**config.mk**
```make
export PLATFORM = sky130hd
export DESIGN_NAME = sla_timer
export DESIGN_NICKNAME = d
export VERILOG_FILES = /design/src/rtl/sla_pkg.sv /design/src/rtl/sla_timer.sv
export SDC_FILE = /design/constraint.sdc
export NUM_CORES = 1
export LEC_CHECK = 0
export BUFFER_PORTS_ARGS = -buffer_cell sky130_fd_sc_hd__buf_4
export CAP_MARGIN = 10
export CORE_MARGIN = 2
export CORE_UTILIZATION = 55
export CTS_CLUSTER_DIAMETER = 60
export DETAILED_ROUTE_END_ITERATION = 6
export HOLD_SLACK_MARGIN = 0.06
export MAX_ROUTING_LAYER = met4
export PLACE_DENSITY = 0.78
export SYNTH_ARGS = -nofsm -noshare
export SYNTH_HDL_FRONTEND = slang
export SYNTH_SLANG_ARGS = --single-unit
```
**constraint.sdc**
```tcl
create_clock -name clock -period 4.5 [get_ports clock]
set_clock_uncertainty 0.05 [all_clocks]
set_input_delay 0.9 -clock clock [delete_from_list [all_inputs] [get_ports clock]]
set_output_delay 0.9 -clock clock [all_outputs]
set_load 0.01 [all_outputs]
```
**src/rtl/sla_pkg.sv**
```systemverilog
// package for the serial line arbiter timer
// assumes a single 10 MHz bus clock and a plain strobe register port
`default_nettype none
package sla_pkg;
  localparam logic [1:0] ADDR_W          = 2'h2;
  localparam logic [1:0] OFS_CONTROL     = 2'h0;
  localparam logic [1:0] OFS_COUNT_LOW   = 2'h1;
  localparam logic [1:0] OFS_STATUS      = 2'h2;
  // control register fields
  localparam int         CTL_MODE_LO     = 0;
  localparam int         CTL_MODE_HI     = 1;
  localparam int         CTL_ACLK        = 2;
  // status register fields
  localparam int         ST_TOP          = 0;
  localparam int         ST_OVFL         = 1;
  localparam int         ST_RUN          = 2;
  localparam int         ST_DONE         = 3;
  localparam int         ST_LOST         = 4;
  localparam logic [7:0] RST_BYTE        = 8'h00;
  localparam logic [8:0] RST_COUNT       = 9'h000;
  localparam logic [1:0] DIV_LAST        = 2'h3;
  localparam logic [8:0] SAMPLE_BUS      = 9'h038;
  localparam logic [8:0] SAMPLE_PRE      = 9'h008;
  localparam logic [1:0] MODE_IDLE       = 2'h0;
  localparam logic [1:0] MODE_MEASURE    = 2'h1;
  localparam logic [1:0] MODE_ARB        = 2'h2;
  typedef enum logic [1:0] {sla_idle, sla_wait, sla_count, sla_held} sla_state_e;
endpackage
`default_nettype wire

```
**src/rtl/sla_timer.sv**
```systemverilog
// serial line arbiter timer: baud/break measurement and bus arbitration
// assumes rx, tx and prescaler tick synchronous to clock; rx synchronised here anyway
`default_nettype none
////////////////////////////////////////////////////////////////////////////////
// Behaviour
// - low eight bits of nine-bit counter readable, cleared by reset
// - any control write clears the counter low bits
// - mode 00 holds counter reset and idle
// - clock select 0: count once every four bus clocks
// - measure, select 0: start on rx falling edge, stop on next
// - running flag while counting; done flag on second falling edge in select 0, on rx rising edge in select 1
// - clock select 1: count at quarter of prescaler tick rate
// - measure, select 1: start when rx seen low
// - measure, select 1: rx already low at enable starts counting immediately
// - measure, select 1: stop on next rx rising edge
// - mode 10 arbitration, restart counter on each tx rising edge
// - arbitration samples rx at count 38 hex or 08 hex
// - rx low at the sample sets arbitration lost
// - while lost is set, tx pin forced high
// - tx low before rx seen low resets counter until next tx rise
// - mode field 00 idle, 01 measure, 10 arbitrate, 11 unused
// - lost flag cleared by writing zero to upper mode bit, or reset
// - done flag cleared by any control write or reset
// - overflow flag set on counter wrap, cleared by control write or reset
module sla_timer
  import sla_pkg::*;
(
  input  wire logic         clock,
  input  wire logic         nrst,
  input  wire logic [1:0]   addr,
  input  wire logic [7:0]   wdata,
  input  wire logic         wr,
  input  wire logic         rd,
  output logic      [7:0]   rdata,
  input  wire logic         rx_pin,
  input  wire logic         serial_tx_internal,
  input  wire logic         prescaler_tick,
  output logic              tx_pin
);
  ////////////////////////////////////////////////////////////////////////////
  logic [1:0] arbiter_mode_sel;
  logic       aclk_sel;
  logic [8:0] count;
  logic       count_overflow_flag;
  logic       measure_done_flag;
  logic       arbitration_lost_flag;
  logic [1:0] div;
  logic       rx_meta;
  logic       rx_s;
  logic       rx_d;
  logic       tx_d;
  logic       rx_low_seen;
  sla_state_e state;
  sla_state_e next_state;

  wire ctl_wr   = wr && (addr == OFS_CONTROL);
  wire rx_fall  = rx_d && !rx_s;
  wire rx_rise  = !rx_d && rx_s;
  wire tx_rise  = !tx_d && serial_tx_internal;
  wire src_tick = aclk_sel ? prescaler_tick : 1'b1;
  wire step     = src_tick && (div == DIV_LAST);
  wire running  = (state == sla_count);
  wire [8:0] sample_at = aclk_sel ? SAMPLE_PRE : SAMPLE_BUS;
  wire sample_hit = (arbiter_mode_sel == MODE_ARB) && running && step
                    && (count == sample_at - 9'h001);
  wire tx_abort = (arbiter_mode_sel == MODE_ARB) && !serial_tx_internal && !rx_low_seen;
  wire [7:0] status_byte = {3'h0, arbitration_lost_flag, measure_done_flag, running,
                            count_overflow_flag, count[8]};
  wire [7:0] ctl_byte = {5'h00, aclk_sel, arbiter_mode_sel};

  ////////////////////////////////////////////////////////////////////////////
  // two-flop synchroniser, first flop read only by the second
  always_ff @(posedge clock or negedge nrst) begin
    if (!nrst) begin
      rx_meta <= 1'b1;
      rx_s    <= 1'b1;
      rx_d    <= 1'b1;
      tx_d    <= 1'b0;
    end else begin
      rx_meta <= rx_pin;
      rx_s    <= rx_meta;
      rx_d    <= rx_s;
      tx_d    <= serial_tx_internal;
    end
  end

  ////////////////////////////////////////////////////////////////////////////
  // control register
  always_ff @(posedge clock or negedge nrst) begin
    if (!nrst) begin
      arbiter_mode_sel <= MODE_IDLE;
      aclk_sel         <= 1'b0;
    end else if (ctl_wr) begin
      arbiter_mode_sel <= wdata[CTL_MODE_HI:CTL_MODE_LO];
      aclk_sel         <= wdata[CTL_ACLK];
    end
  end

  ////////////////////////////////////////////////////////////////////////////
  // sequencer
  always_comb begin
    next_state = state;
    case (state)
      sla_idle: begin
        if (arbiter_mode_sel == MODE_MEASURE) begin
          next_state = sla_wait;
        end else if (arbiter_mode_sel == MODE_ARB) begin
          next_state = sla_wait;
        end
      end
      sla_wait: begin
        if (arbiter_mode_sel == MODE_MEASURE) begin
          if (aclk_sel ? !rx_s : rx_fall) begin
            next_state = sla_count;
          end
        end else if (tx_rise) begin
          next_state = sla_count;
        end
      end
      sla_count: begin
        if (arbiter_mode_sel == MODE_MEASURE) begin
          if (aclk_sel ? rx_rise : rx_fall) begin
            next_state = sla_held;
          end
        end else if (tx_abort) begin
          next_state = sla_wait;
        end
      end
      sla_held: begin
        if (arbiter_mode_sel == MODE_ARB && tx_rise) begin
          next_state = sla_count;
        end
      end
      default: next_state = sla_idle;
    endcase
    if (arbiter_mode_sel == MODE_IDLE || arbiter_mode_sel == 2'h3) begin
      next_state = sla_idle;
    end
    if (ctl_wr) begin
      next_state = sla_idle;
    end
  end

  always_ff @(posedge clock or negedge nrst) begin
    if (!nrst) begin
      state <= sla_idle;
    end else begin
      state <= next_state;
    end
  end

  ////////////////////////////////////////////////////////////////////////////
  // counter, prescale and flags
  always_ff @(posedge clock or negedge nrst) begin
    if (!nrst) begin
      div                 <= 2'h0;
      count               <= RST_COUNT;
      count_overflow_flag <= 1'b0;
    end else begin
      if (state != sla_count) begin
        div <= 2'h0;
      end else if (src_tick) begin
        div <= div + 2'h1;
      end
      if (ctl_wr || state == sla_idle) begin
        count               <= RST_COUNT;
        count_overflow_flag <= 1'b0;
      end else if (arbiter_mode_sel == MODE_ARB && (tx_rise || tx_abort)) begin
        count <= RST_COUNT;
      end else if (running && step) begin
        count <= count + 9'h001;
        if (count == 9'h1ff) begin
          count_overflow_flag <= 1'b1;
        end
      end
    end
  end

  always_ff @(posedge clock or negedge nrst) begin
    if (!nrst) begin
      measure_done_flag <= 1'b0;
      rx_low_seen       <= 1'b0;
    end else begin
      if (state == sla_count && next_state == sla_held) begin
        measure_done_flag <= 1'b1;
      end else if (ctl_wr) begin
        measure_done_flag <= 1'b0;
      end
      if (tx_rise || state != sla_count) begin
        rx_low_seen <= 1'b0;
      end else if (!rx_s) begin
        rx_low_seen <= 1'b1;
      end
    end
  end

  // set wins over the clearing write
  always_ff @(posedge clock or negedge nrst) begin
    if (!nrst) begin
      arbitration_lost_flag <= 1'b0;
    end else if (sample_hit && !rx_s) begin
      arbitration_lost_flag <= 1'b1;
    end else if (ctl_wr && !wdata[CTL_MODE_HI]) begin
      arbitration_lost_flag <= 1'b0;
    end
  end

  ////////////////////////////////////////////////////////////////////////////
  // outputs
  wire next_tx = (sample_hit && !rx_s) || arbitration_lost_flag
                 ? 1'b1 : serial_tx_internal;
  always_ff @(posedge clock or negedge nrst) begin
    if (!nrst) begin
      tx_pin <= 1'b1;
      rdata  <= RST_BYTE;
    end else begin
      tx_pin <= next_tx;
      if (!rd) begin
        rdata <= RST_BYTE;
      end else if (addr == OFS_CONTROL) begin
        rdata <= ctl_byte;
      end else if (addr == OFS_COUNT_LOW) begin
        rdata <= count[7:0];
      end else if (addr == OFS_STATUS) begin
        rdata <= status_byte;
      end else begin
        rdata <= RST_BYTE;
      end
    end
  end

  ////////////////////////////////////////////////////////////////////////////
  a_idle_holds: assert property (@(posedge clock) disable iff (!nrst)
    (arbiter_mode_sel == MODE_IDLE) |=> (count == RST_COUNT) && !running)
    else $error("idle mode did not hold counter");
  a_write_clears: assert property (@(posedge clock) disable iff (!nrst)
    ctl_wr |=> (count == RST_COUNT) && !count_overflow_flag)
    else $error("control write did not clear counter");
  a_lost_forces_tx: assert property (@(posedge clock) disable iff (!nrst)
    arbitration_lost_flag |=> tx_pin)
    else $error("tx not forced high while lost");
  a_lost_sets: assert property (@(posedge clock) disable iff (!nrst)
    (sample_hit && !rx_s) |=> arbitration_lost_flag)
    else $error("lost flag not set at sample");
  a_bus_step: assert property (@(posedge clock) disable iff (!nrst)
    (running && !aclk_sel && $past(running) && !ctl_wr && !tx_abort && !tx_rise
     && arbiter_mode_sel == MODE_MEASURE && step) |=> (count == $past(count) + 9'h001))
    else $error("counter step wrong");
  a_done_on_stop: assert property (@(posedge clock) disable iff (!nrst)
    (state == sla_count && next_state == sla_held) |=> measure_done_flag && !running)
    else $error("done flag not set on stop");
  a_held_count: assert property (@(posedge clock) disable iff (!nrst)
    (state == sla_held && !ctl_wr && !tx_rise) |=> $stable(count))
    else $error("count changed while held");
  a_lost_clear: assert property (@(posedge clock) disable iff (!nrst)
    (ctl_wr && !wdata[CTL_MODE_HI] && !sample_hit) |=> !arbitration_lost_flag)
    else $error("lost flag not cleared");

  ////////////////////////////////////////////////////////////////////////////
  // checking aid: clocks since the last count step, saturating
  logic [3:0] gap;
  always_ff @(posedge clock or negedge nrst) begin
    if (!nrst) begin
      gap <= 4'h0;
    end else if (!running || step) begin
      gap <= 4'h0;
    end else if (gap != 4'hf) begin
      gap <= gap + 4'h1;
    end
  end
  a_bus_gap: assert property (@(posedge clock) disable iff (!nrst)
    (running && !aclk_sel) |-> (gap <= 4'h3))
    else $error("bus clock step gap too long");
  a_bus_rate: assert property (@(posedge clock) disable iff (!nrst)
    (running && !aclk_sel && gap == 4'h3) |-> step)
    else $error("bus clock step missing");
  a_pre_rate: assert property (@(posedge clock) disable iff (!nrst)
    (running && aclk_sel && step) |-> prescaler_tick)
    else $error("prescaler step without tick");
  a_wrap_ovfl: assert property (@(posedge clock) disable iff (!nrst)
    (running && step && count == 9'h1ff && !ctl_wr
     && !(arbiter_mode_sel == MODE_ARB && (tx_rise || tx_abort))) |=> count_overflow_flag)
    else $error("overflow flag not set on wrap");
  a_ovfl_sticky: assert property (@(posedge clock) disable iff (!nrst)
    (count_overflow_flag && !ctl_wr) |=> count_overflow_flag)
    else $error("overflow flag dropped");
  a_done_clear: assert property (@(posedge clock) disable iff (!nrst)
    ctl_wr |=> !measure_done_flag)
    else $error("done flag not cleared by write");
  a_done_sticky: assert property (@(posedge clock) disable iff (!nrst)
    (measure_done_flag && !ctl_wr) |=> measure_done_flag)
    else $error("done flag dropped");
  a_fall_start: assert property (@(posedge clock) disable iff (!nrst)
    (state == sla_wait && arbiter_mode_sel == MODE_MEASURE && !aclk_sel && rx_fall
     && !ctl_wr) |=> running)
    else $error("falling edge did not start counter");
  a_fall_stop: assert property (@(posedge clock) disable iff (!nrst)
    (running && arbiter_mode_sel == MODE_MEASURE && !aclk_sel && rx_fall && !ctl_wr)
    |=> (state == sla_held))
    else $error("falling edge did not stop counter");
  a_low_start: assert property (@(posedge clock) disable iff (!nrst)
    (state == sla_wait && arbiter_mode_sel == MODE_MEASURE && aclk_sel && !rx_s
     && !ctl_wr) |=> running)
    else $error("low level did not start counter");
  a_rise_stop: assert property (@(posedge clock) disable iff (!nrst)
    (running && arbiter_mode_sel == MODE_MEASURE && aclk_sel && rx_rise && !ctl_wr)
    |=> (state == sla_held))
    else $error("rising edge did not stop counter");
  a_tx_restart: assert property (@(posedge clock) disable iff (!nrst)
    (arbiter_mode_sel == MODE_ARB && tx_rise && !ctl_wr && state != sla_idle)
    |=> (count == RST_COUNT) && running)
    else $error("tx rise did not restart counter");
  a_sample_point: assert property (@(posedge clock) disable iff (!nrst)
    (sample_hit && !ctl_wr && !tx_rise && !tx_abort)
    |=> (count == $past(sample_at)))
    else $error("sample not at the set count");
  a_no_early_lost: assert property (@(posedge clock) disable iff (!nrst)
    (!arbitration_lost_flag && !(sample_hit && !rx_s)) |=> !arbitration_lost_flag)
    else $error("lost flag set outside sample");
  a_abort_resets: assert property (@(posedge clock) disable iff (!nrst)
    tx_abort |=> (count == RST_COUNT) && !running)
    else $error("early tx low did not reset counter");
  a_reserved_idle: assert property (@(posedge clock) disable iff (!nrst)
    (arbiter_mode_sel == 2'h3) |=> (state == sla_idle))
    else $error("reserved mode not idle");
  a_tx_follows: assert property (@(posedge clock) disable iff (!nrst)
    (!arbitration_lost_flag && !(sample_hit && !rx_s)) |=> (tx_pin == $past(serial_tx_internal)))
    else $error("tx pin not following transmit signal");
  a_rdata_quiet: assert property (@(posedge clock) disable iff (!nrst)
    !rd |=> (rdata == RST_BYTE))
    else $error("read data not zero without read");
  a_count_read: assert property (@(posedge clock) disable iff (!nrst)
    (rd && addr == OFS_COUNT_LOW) |=> (rdata == $past(count[7:0])))
    else $error("count read wrong");
  a_ctl_read: assert property (@(posedge clock) disable iff (!nrst)
    (rd && addr == OFS_CONTROL) |=> (rdata == $past(ctl_byte)))
    else $error("control read wrong");
  a_status_read: assert property (@(posedge clock) disable iff (!nrst)
    (rd && addr == OFS_STATUS) |=> (rdata == $past(status_byte)))
    else $error("status read wrong");
  a_spare_read: assert property (@(posedge clock) disable iff (!nrst)
    (rd && addr == 2'h3) |=> (rdata == RST_BYTE))
    else $error("spare index read not zero");
  a_mode_load: assert property (@(posedge clock) disable iff (!nrst)
    ctl_wr |=> (arbiter_mode_sel == $past(wdata[CTL_MODE_HI:CTL_MODE_LO])))
    else $error("mode field not loaded");
  a_rx_sync: assert property (@(posedge clock) disable iff (!nrst)
    rx_s == $past(rx_meta))
    else $error("rx synchroniser order broken");
endmodule
`default_nettype wire

```
==> metrics, run 1 <==
worst path cell trace=buf_4 > nor3b_2 > nor2_1 > o21ai_2 > o21ai_0; CP Class=primary input to flop; ratio of cells with drive above 1 in the final layout=21.8%; Final Wtd Congestion=0.817; maximum fanout along the worst path=10; YS warnings=0; Clk Latency, worst-skew pair=0.34 ns; cts bufs inserted=5; register area share after synthesis=53.1%; via count=1213; Total Power=0.000653 W; fin crit period=1.96 ns; Achievable Freq=0.511 GHz; first-pass GRT wire length=5.14 mm; Final period util=43.5%; Worst EP required=4.67 ns; Wirelength per Cell=15.1 um; Slew Limit Fails=0; synth cell count leaders=dfrtp_1 (29), nor2_1 (17), nand2_1 (9), o21ai_0 (9), a21oi_1 (8); CP max-delay cell=nor3b_2; Synth-to-Final Area Change=17.0%; non-filler cells, final=205; # port buffers=20; final wirelength=3.09 mm; IO Pins=26; cell types occupying the most area after synthesis=dfrtp_1 (46%), dfstp_2 (6.7%), nor2_1 (4.1%), ha_1 (4.0%), mux2i_1 (3.8%); number of synthesized flops with an enable pin=0; Initial Util=57.2%; CP arrival=2.13 ns; DIE WIDTH=57.3 um; Fin Setup TNS=0 ns; Clock Path Buffers=2; initial drt markers=38; DR DRC count=0; Post-CTS Setup Inserts=0; hold crit path type=flop to flop; Cell Pwr Density=357 nW/um^2; Total Routing Usage GR=21.9%; M1 WL=1.35 mm; Max Used Layer=met4; Cells after Synth=148; area of the die=3290 sq um; routed wl met2=1.49 mm; Max Cap Violations=0; Leak=0.865 nW; root buf cell=clkbuf_4; Worst-Margin Slew=0.632 ns; clk sinks=33; H-tree Lvls=2; dominant cell type by area after synthesis=dfrtp_1; WP buf/inv=1; Inst Count DP=197; dominant synthesized flop cell=dfrtp_1; final hold vios=0; post-route ant nets=0; peak supply drop=402 uV; largest net degree at the start of global routing=34; CTS tree=done; vias in the first global route=1148; RSZ-0062 raised after global routing=no; final setup vio count=0; most frequent cell after synthesis=dfrtp_1; status=completed; met3 routed wirelength=174 um; fraction of registers with async set/reset=100%; synthesized area per cell=10.6 sq um; top-area cell type share of the netlist area=46.4%; CP startpoint kind=primary input; row cnt=19; synthesized flop and latch total=33; grt ovf=0; hold_buf cts=0; synthesized net count=170; cell area after synthesis=1560 sq um; TritonRoute pass-1 iters=4; Core Box Area=2730 sq um; Die Y=57.3 um; Top delay family on crit path=simple AND/OR/NAND/NOR gates; n_diodes=0; Final HPWL DP=2.24 mm; antenna violations before repair=0; crit end category=flop; max incr delay on CP=0.55 ns; nets=195; relative slew slack=57.7%; PostCTS Resize Cnt=0; Reg clk slew, reported paths=0.11 ns; Synth cell types=39; DR vias/cell=5.92
-- layout by cell type (no fill, tap or decap), types with 2 or more instances in the layout --
cell type  Yosys  final
dfrtp_1       29     29
buf_4          0     20
nor2_1        17     17
nand2_1        9      9
o21ai_0        9      9
a21oi_1        8      8
mux2i_1        6      6
inv_1          5      5
nor2b_1        5      5
and3_1         5      5
nand4_1        5      5
ha_1           5      5
clkbuf_4       0      5
or3_1          4      4
xor2_1         4      4
dfstp_2        4      4
nand2b_1       3      3
and2_1         3      3
nand3_1        3      3
a22oi_1        2      2
or4_1          2      2
-- stage by stage --
stage,hold slack [ns],area [sq um],setup WS (ns),util [%]
3_3_place_gp,0.297,1740,2.18,63.8
2_1_floorplan,0.295,1560,2.41,-
6_report,0.331,1830,2.54,66.9
5_1_grt,0.325,1830,2.42,66.9
3_5_place_dp,0.308,1740,2.14,63.8
4_1_cts,0.329,1830,2.51,66.9
-- layout make-up --
| type | count | area, sq um |
|---|---|---|
| Clock buffer | 7 | 55.1 |
| Clock inverter | 1 | 30.0 |
| Fill cell | 220 | 905 |
| Inverter | 5 | 18.8 |
| Multi-Input combinational cell | 108 | 706 |
| Sequential cell | 33 | 831 |
| Tap cell | 31 | 38.8 |
| Timing Repair Buffer | 20 | 150 |
-- layer usage --
layer	global-route usage, %	vias to the layer above
met1	24.2	599
met3	7.26	6
met4	9.97	0
met5	-	-
met2	35.8	34
li1	-	574
-- report_power, final --
group          switching (W)  total (W)  internal, W
combinational      0.0000545  0.0000919    0.0000374
sequential         0.0000160   0.000327     0.000311
clock               0.000101   0.000234     0.000133
-- worst paths after layout --
check / start / to / slack, ns / depth (start not counted)
max: addr[1] / count_overflow_flag / 2.54 / 5
min: rx_meta / rx_s / 0.33 / 0
max reg2reg: arbiter_mode_sel[1] / state[0] / 2.63 / 6
min reg2reg: rx_meta / rx_s / 0.33 / 0
max in group asynchronous: nrst / tx_pin / 3.64 / 1
min in group asynchronous: nrst / count_overflow_flag / 0.43 / 1
-- sequential cells by signal, indices dropped and copies added (netlist names) --
name                   count
count                      9
rdata                      8
arbiter_mode_sel           2
div                        2
state                      2
aclk_sel                   1
arbitration_lost_flag      1
count_overflow_flag        1
measure_done_flag          1
rx_d                       1
rx_low_seen                1
rx_meta                    1
rx_s                       1
tx_d                       1
tx_pin                     1
-- cells by family after synthesis --
logic type / Yosys count / share of synthesized area (%)
and+or+nand+nor: 65 / 23.4
DFF: 33 / 53.1
AOI/OAI and AO/OA: 26 / 10.3
buffers and inverters: 7 / 1.76
muxes: 7 / 4.56
xor gates and xnor gates: 5 / 2.80
adders and majority gates: 5 / 4.00
(Power assumes the default switching activity.)
==> run 2, diff against run 1 <==
Settings changed: ABC_AREA from default to 1, CORE_UTILIZATION 55 to 50, PLACE_DENSITY 0.78 to 0.75.
Clock period 4.5 ns to 1.8 ns, I/O delays scaled along.
==> metrics, run 2 <==
RR Startpoint=count[0] (was arbiter_mode_sel[1]); most frequent cell after synthesis=nand2_1 (was dfrtp_1); Die Y=60.9 um (was 57.3 um); n_diodes=0 (unchanged); Final HPWL DP=2.34 mm (was 2.24 mm); Min-Delay Startpoint=serial_tx_internal (was rx_meta); Worst-Margin Slew=0.401 ns (was 0.632 ns); reg2reg end=count[8] (was state[0]); status=completed (unchanged); Leak=0.959 nW (was 0.865 nW); Crit path top cell by count=nor2_1; row cnt=20 (was 19); DIE WIDTH=60.9 um (was 57.3 um); max reg flops=9 (unchanged); r2r setup slk=0.20 ns (was 2.63 ns); CP arrival=1.77 ns (was 2.13 ns); clk sinks=33 (unchanged); met3 routed wirelength=140 um (was 174 um); area of the die=3710 sq um (was 3290 sq um); vias in the first global route=1228 (was 1148); CP startpoint kind=flop (was primary input); number of synthesized flops with an enable pin=0 (unchanged); Max Used Layer=met4 (unchanged); Post-Synth Adder-Cell Area=3.86% (was 4.00%); Top reg by flops=count (unchanged); dominant synthesized flop cell=dfrtp_1 (unchanged); Final period util=88.8%; Max Cap Violations=0 (unchanged); antenna violations before repair=0 (unchanged); Synth-to-Final Area Change=18.3% (was 17.0%); cell types occupying the most area after synthesis=dfrtp_1 (45%), nand2_1 (8.6%), inv_1 (7.0%), dfstp_2 (6.5%), nor2_1 (5.6%) (was dfrtp_1 (46%), dfstp_2 (6.7%), nor2_1 (4.1%), ha_1 (4.0%), mux2i_1 (3.8%)); Wirelength per Cell=11.9 um (was 15.1 um); Inst Count DP=255 (was 197); CP Class=flop to flop (was primary input to flop); Achievable Freq=0.625 GHz; Clock Path Buffers=2 (unchanged); Reg clk slew, reported paths=0.10 ns (was 0.11 ns); post-synthesis compound-gate area fraction=11.3% (was 10.3%); Initial Util=52.6% (was 57.2%); fin crit period=1.60 ns; root buf cell=clkbuf_4 (unchanged); top-area cell type share of the netlist area=44.8% (was 46.4%); maximum fanout along the worst path=5 (was 10); final wirelength=3.14 mm (was 3.09 mm); IO Pins=26 (unchanged); final hold vios=0 (unchanged); synthesized net count=213 (was 170); H-tree Lvls=2 (unchanged); Slew Limit Fails=0 (unchanged); grt ovf=0 (unchanged); Post-Synth Simple-Gate Area=25.1% (was 23.4%); synthesized flop and latch total=33 (unchanged); Total Routing Usage GR=21.0% (was 21.9%); non-filler cells, final=265 (was 205); register area share after synthesis=51.3% (was 53.1%); cell area after synthesis=1620 sq um (was 1560 sq um); Cells after Synth=191 (was 148); nets=242 (was 195); hold path depth=1 (was 0); R2R depth=8 (was 6); crit end category=flop (unchanged); dominant cell type by area after synthesis=dfrtp_1 (unchanged); largest net degree at the start of global routing=34 (unchanged); top flop regs=count: 9 flops, rdata: 8 flops (unchanged); routed wl met2=1.48 mm (was 1.49 mm); via count=1293 (was 1213); most common cell after layout, fill and taps aside=nand2_1 (was dfrtp_1); DR vias/cell=4.88 (was 5.92); largest family of logic cells by synthesized area=simple AND/OR/NAND/NOR gates (unchanged); # port buffers=20 (unchanged); max incr delay on CP=0.41 ns (was 0.55 ns); TritonRoute pass-1 iters=4 (unchanged); M1 WL=1.48 mm (was 1.35 mm); synth cell count leaders=nand2_1 (37), inv_1 (30), dfrtp_1 (29), nor2_1 (24), nand3_1 (14) (was dfrtp_1 (29), nor2_1 (17), nand2_1 (9), o21ai_0 (9), a21oi_1 (8)); post-synthesis mux area share=0% (was 4.56%); synthesized area per cell=8.48 sq um (was 10.6 sq um); ratio of cells with drive above 1 in the final layout=21.7% (was 21.8%); post-route ant nets=0 (unchanged); fraction of registers with async set/reset=100% (unchanged); relative slew slack=73.2% (was 57.7%); Worst Hold End=tx_d (was rx_s); Cell Pwr Density=914 nW/um^2 (was 357 nW/um^2); first-pass GRT wire length=5.39 mm (was 5.14 mm); initial drt markers=89 (was 38); RSZ-0062 raised after global routing=no (unchanged); cts bufs inserted=5 (unchanged); YS warnings=0 (unchanged); hold crit path type=primary input to flop (was flop to flop); most frequent cells in the layout=nand2_1 (37), inv_1 (30), dfrtp_1 (28), nor2_1 (24), buf_4 (20) (was dfrtp_1 (29), buf_4 (20), nor2_1 (17), nand2_1 (9), o21ai_0 (9)); CP max-delay cell=dfrtp_2 (was nor3b_2); Final Wtd Congestion=0.839 (was 0.817); DR DRC count=0 (unchanged); peak supply drop=450 uV (was 402 uV); Post-Synth XOR/XNOR Area=0% (was 2.80%); Clk Latency, worst-skew pair=0.34 ns (about the same); worst path cell trace=ha_1 > nand2_1 > nor2_1 > nand3_1 > nor2_1 > ha_1 > nor2_1 > a211oi_1 (was buf_4 > nor3b_2 > nor2_1 > o21ai_2 > o21ai_0); Synth cell types=28 (was 39); final setup vio count=0 (unchanged); Fin Setup TNS=0 ns (unchanged); CTS tree=done (unchanged); Core Box Area=3080 sq um (was 2730 sq um); Worst EP required=1.97 ns (was 4.67 ns)
## run 2: changes by cell type after synthesis, moves of 5 or more
cell	before	now
inv_1	5	30
nand3_1	3	14
nor2_1	17	24
and3_1	5	0
nand2_1	9	37
nor2b_1	5	0
mux2i_1	6	0
## run 2: cell type report
type                       count  area (sq um)
sequential                    33           832
clock buffer                   7          65.1
tap                           44          55.1
clock inverter                 1          5.00
fill                         272          1160
multi-input combinational    123           652
timing repair buffer          22           170
inverter                      35           136
## run 2: critical path: cells and delay by family (launching register included)
| kind | cells | cell delay (ns) |
|---|---|---|
| fa+ha+maj | 2 | 0.40 |
| simple gates | 5 | 0.56 |
| compound gates | 1 | 0.06 |
| flops | 1 | 0.41 |
## run 2: how the worst max path moves through the flow
stage | from | end | slack [ns] | depth (start not counted)
after global routing | count[0] | count[8] | 0.008 | 8
after global placement | count[0] | count[8] | 0.21 | 8
after CTS | count[0] | count[8] | 0.17 | 8
after floorplan | count[0] | count[8] | 0.31 | 8
after detailed placement | count[0] | count[8] | 0.19 | 8
final | count[0] | count[8] | 0.20 | 8
## run 2: logic make-up (layout without fill, tap and decap cells)
group,count (synthesis),after routing
compound gates,31,31
fa+ha+maj,5,5
buf+inv,35,65
flops,33,33
simple gates,87,87
## run 2: what timing repair did
action | CTS | global route
hold endpoints to repair | 29 | 1
setup buffers | 0 | 0
hold buffers | 1 | 1
setup endpoints to repair | 0 | 1
resized for setup | 0 | 1
## run 2: report_power, final
group	switching, W	internal [W]
combinational	0.000289	0.000156
sequential	0.0000371	0.000795
clock	0.000248	0.000226
## run 2: layer usage
metal  track usage (%)  vias up
met3              5.76        7
met5                 -        -
met2              32.9       28
li1                  -      674
met1              26.5      584
met4              6.52        0
## run 2: stage by stage
step | setup slack [ns] | hold slack, ns | instance area (sq um) | total power (W) | util [%]
final | 0.201 | 0.119 | 1920 | 0.00175 | 62.2
after global routing | 0.00818 | 0.0919 | 1920 | 0.00188 | 62.2
after CTS | 0.172 | 0.0696 | 1900 | 0.00177 | 61.9
after detailed placement | 0.187 | 0.275 | 1820 | 0.00129 | 59.3
after global placement | 0.211 | 0.272 | 1820 | 0.00128 | 59.3
after floorplan | 0.311 | 0.0144 | 1620 | 0.00117 | -
==> run 3, diff against run 2 <==
==> constraint.sdc (replaced) <==
create_clock -name clock -period 1.8 [get_ports clock]
set_clock_uncertainty 0.05 [all_clocks]
set_input_delay 0.18 -clock clock [delete_from_list [all_inputs] [get_ports clock]]
set_output_delay 0.18 -clock clock [all_outputs]
set_load 0.01 [all_outputs]
==> metrics, run 3 (synthesis results as in run 2) <==
status=completed (unchanged); CP Class=flop to flop (unchanged); Top reg by flops=count (unchanged); area of the die=3710 sq um (unchanged); row cnt=20 (unchanged); Synth-to-Final Area Change=21.3% (was 18.3%); H-tree Lvls=2 (unchanged); Final Wtd Congestion=0.822 (was 0.839); CP startpoint kind=flop (unchanged); initial drt markers=93 (was 89); final wirelength=3.25 mm (was 3.14 mm); ratio of cells with drive above 1 in the final layout=20.8% (was 21.7%); most frequent cells in the layout=nand2_1 (37), inv_1 (30), dfrtp_1 (29), nor2_1 (24), buf_4 (20) (was nand2_1 (37), inv_1 (30), dfrtp_1 (28), nor2_1 (24), buf_4 (20)); n_diodes=0 (unchanged); r2r setup slk=0.18 ns (was 0.20 ns); Max Cap Violations=0 (unchanged); RSZ-0062 raised after global routing=no (unchanged); Core Box Area=3080 sq um (unchanged); antenna violations before repair=0 (unchanged); Die Y=60.9 um (unchanged); routed wl met2=1.56 mm (was 1.48 mm); hold crit path type=primary input to flop (unchanged); crit end category=flop (unchanged); Cell Pwr Density=897 nW/um^2 (was 914 nW/um^2); Total Routing Usage GR=21.8% (was 21.0%); M1 WL=1.47 mm (was 1.48 mm); Max Used Layer=met4 (unchanged); Reg clk slew, reported paths=0.10 ns (about the same); clk sinks=33 (unchanged); relative slew slack=72.6% (was 73.2%); final core occ=63.8% (was 62.2%); Hold WS=0.115 ns (was 0.119 ns); most common cell after layout, fill and taps aside=nand2_1 (unchanged); first-pass GRT wire length=5.59 mm (was 5.39 mm); vias in the first global route=1329 (was 1228); final setup vio count=0 (unchanged); Worst EP required=1.98 ns (was 1.97 ns); Final HPWL DP=2.40 mm (was 2.34 mm); CTS tree=done (unchanged); # port buffers=20 (unchanged); Fillers=275 (was 272); grt ovf=0 (unchanged); via count=1360 (was 1293); met3 routed wirelength=148 um (was 140 um); Leak=0.982 nW (was 0.959 nW); top flop regs=count: 9 flops, rdata: 8 flops (unchanged); Initial Util=52.6% (unchanged); Clk Latency, worst-skew pair=0.34 ns (about the same); Slew Limit Fails=0 (unchanged); cts bufs inserted=5 (unchanged); maximum fanout along the worst path=5 (unchanged); DR vias/cell=5.04 (was 4.88); Wirelength per Cell=12.0 um (was 11.9 um); IO Pins=26 (unchanged); CP arrival=1.80 ns (was 1.77 ns); Achievable Freq=0.616 GHz (was 0.625 GHz); Post-CTS Setup Inserts=0 (unchanged); Worst-Margin Slew=0.412 ns (was 0.401 ns); DR DRC count=0 (unchanged); DIE WIDTH=60.9 um (unchanged); nets=247 (was 242); Fin Setup TNS=0 ns (unchanged); final hold vios=0 (unchanged); fin crit period=1.62 ns (was 1.60 ns); peak supply drop=446 uV (was 450 uV); Final period util=90.2% (was 88.8%); max reg flops=9 (unchanged); Clock Path Buffers=2 (unchanged); root buf cell=clkbuf_4 (unchanged); post-route ant nets=0 (unchanged); largest net degree at the start of global routing=34 (unchanged); TritonRoute pass-1 iters=4 (unchanged)
[run 3: cell count changes in the layout (fill, tap and decap cells not counted)]
cell           before  now
dlygate4sd3_1       2    7
dfrtp_1            28   29
dfrtp_2             1    0
[run 3: final cells by class]
type	instances	area (sq um)	area share, %
clock inverter	1	5.00	0.255
multi-input combinational	123	652	33.2
sequential	33	831	42.3
tap	44	55.1	2.80
timing repair buffer	27	220	11.2
inverter	35	136	6.94
clock buffer	7	65.1	3.31
[run 3: metrics by stage]
stage / cell area [sq um] / power (W) / worst slack [ns] / cells
floorplan: 1620 / 0.00117 / 0.311 / 191
global placement: 1820 / 0.00128 / 0.213 / 255
detailed placement: 1820 / 0.00129 / 0.191 / 255
CTS: 1960 / 0.00178 / 0.175 / 270
global route: 1960 / 0.00189 / 0.0139 / 270
finish: 1960 / 0.00176 / 0.176 / 270
[run 3: power breakdown]
part	leakage [nW]	internal, W	total (W)	switching [W]
Sequential	0.437	0.000795	0.000833	0.0000385
Combinational	0.503	0.000163	0.000451	0.000289
Clock	0.0413	0.000226	0.000477	0.000251
Total	0.982	0.00118	0.00176	0.000578
[run 3: critical path, stage by stage (launching register included)]
cell and delay (ns):
dfrtp_1 0.44, ha_1 0.19, nand2_1 0.07, nor2_1 0.16
nand3_1 0.11, nor2_1 0.10, ha_1 0.23, nor2_1 0.10
a211oi_1 0.05
[run 3: metal layers]
metal	track usage, %	vias up
met1	26.4	638
met3	6.18	10
li1	-	680
met4	10.2	0
met5	-	-
met2	33.5	32
[run 3: final timing paths]
kind / endpoint / from / depth (start not counted)
min in group asynchronous: tx_d / nrst / 2
max in group asynchronous: rx_d / nrst / 2
hold / removal: measure_done_flag / wr / 4
hold reg to reg: rx_s / rx_meta / 0
setup reg to reg: count[8] / count[0] / 8
setup / recovery: count[8] / count[0] / 8
[run 3: what timing repair did]
item | 4_1_cts | 5_1_grt
hold endpoints to repair | 44 | 0
gates resized for setup | 0 | 0
hold buffers | 7 | 0
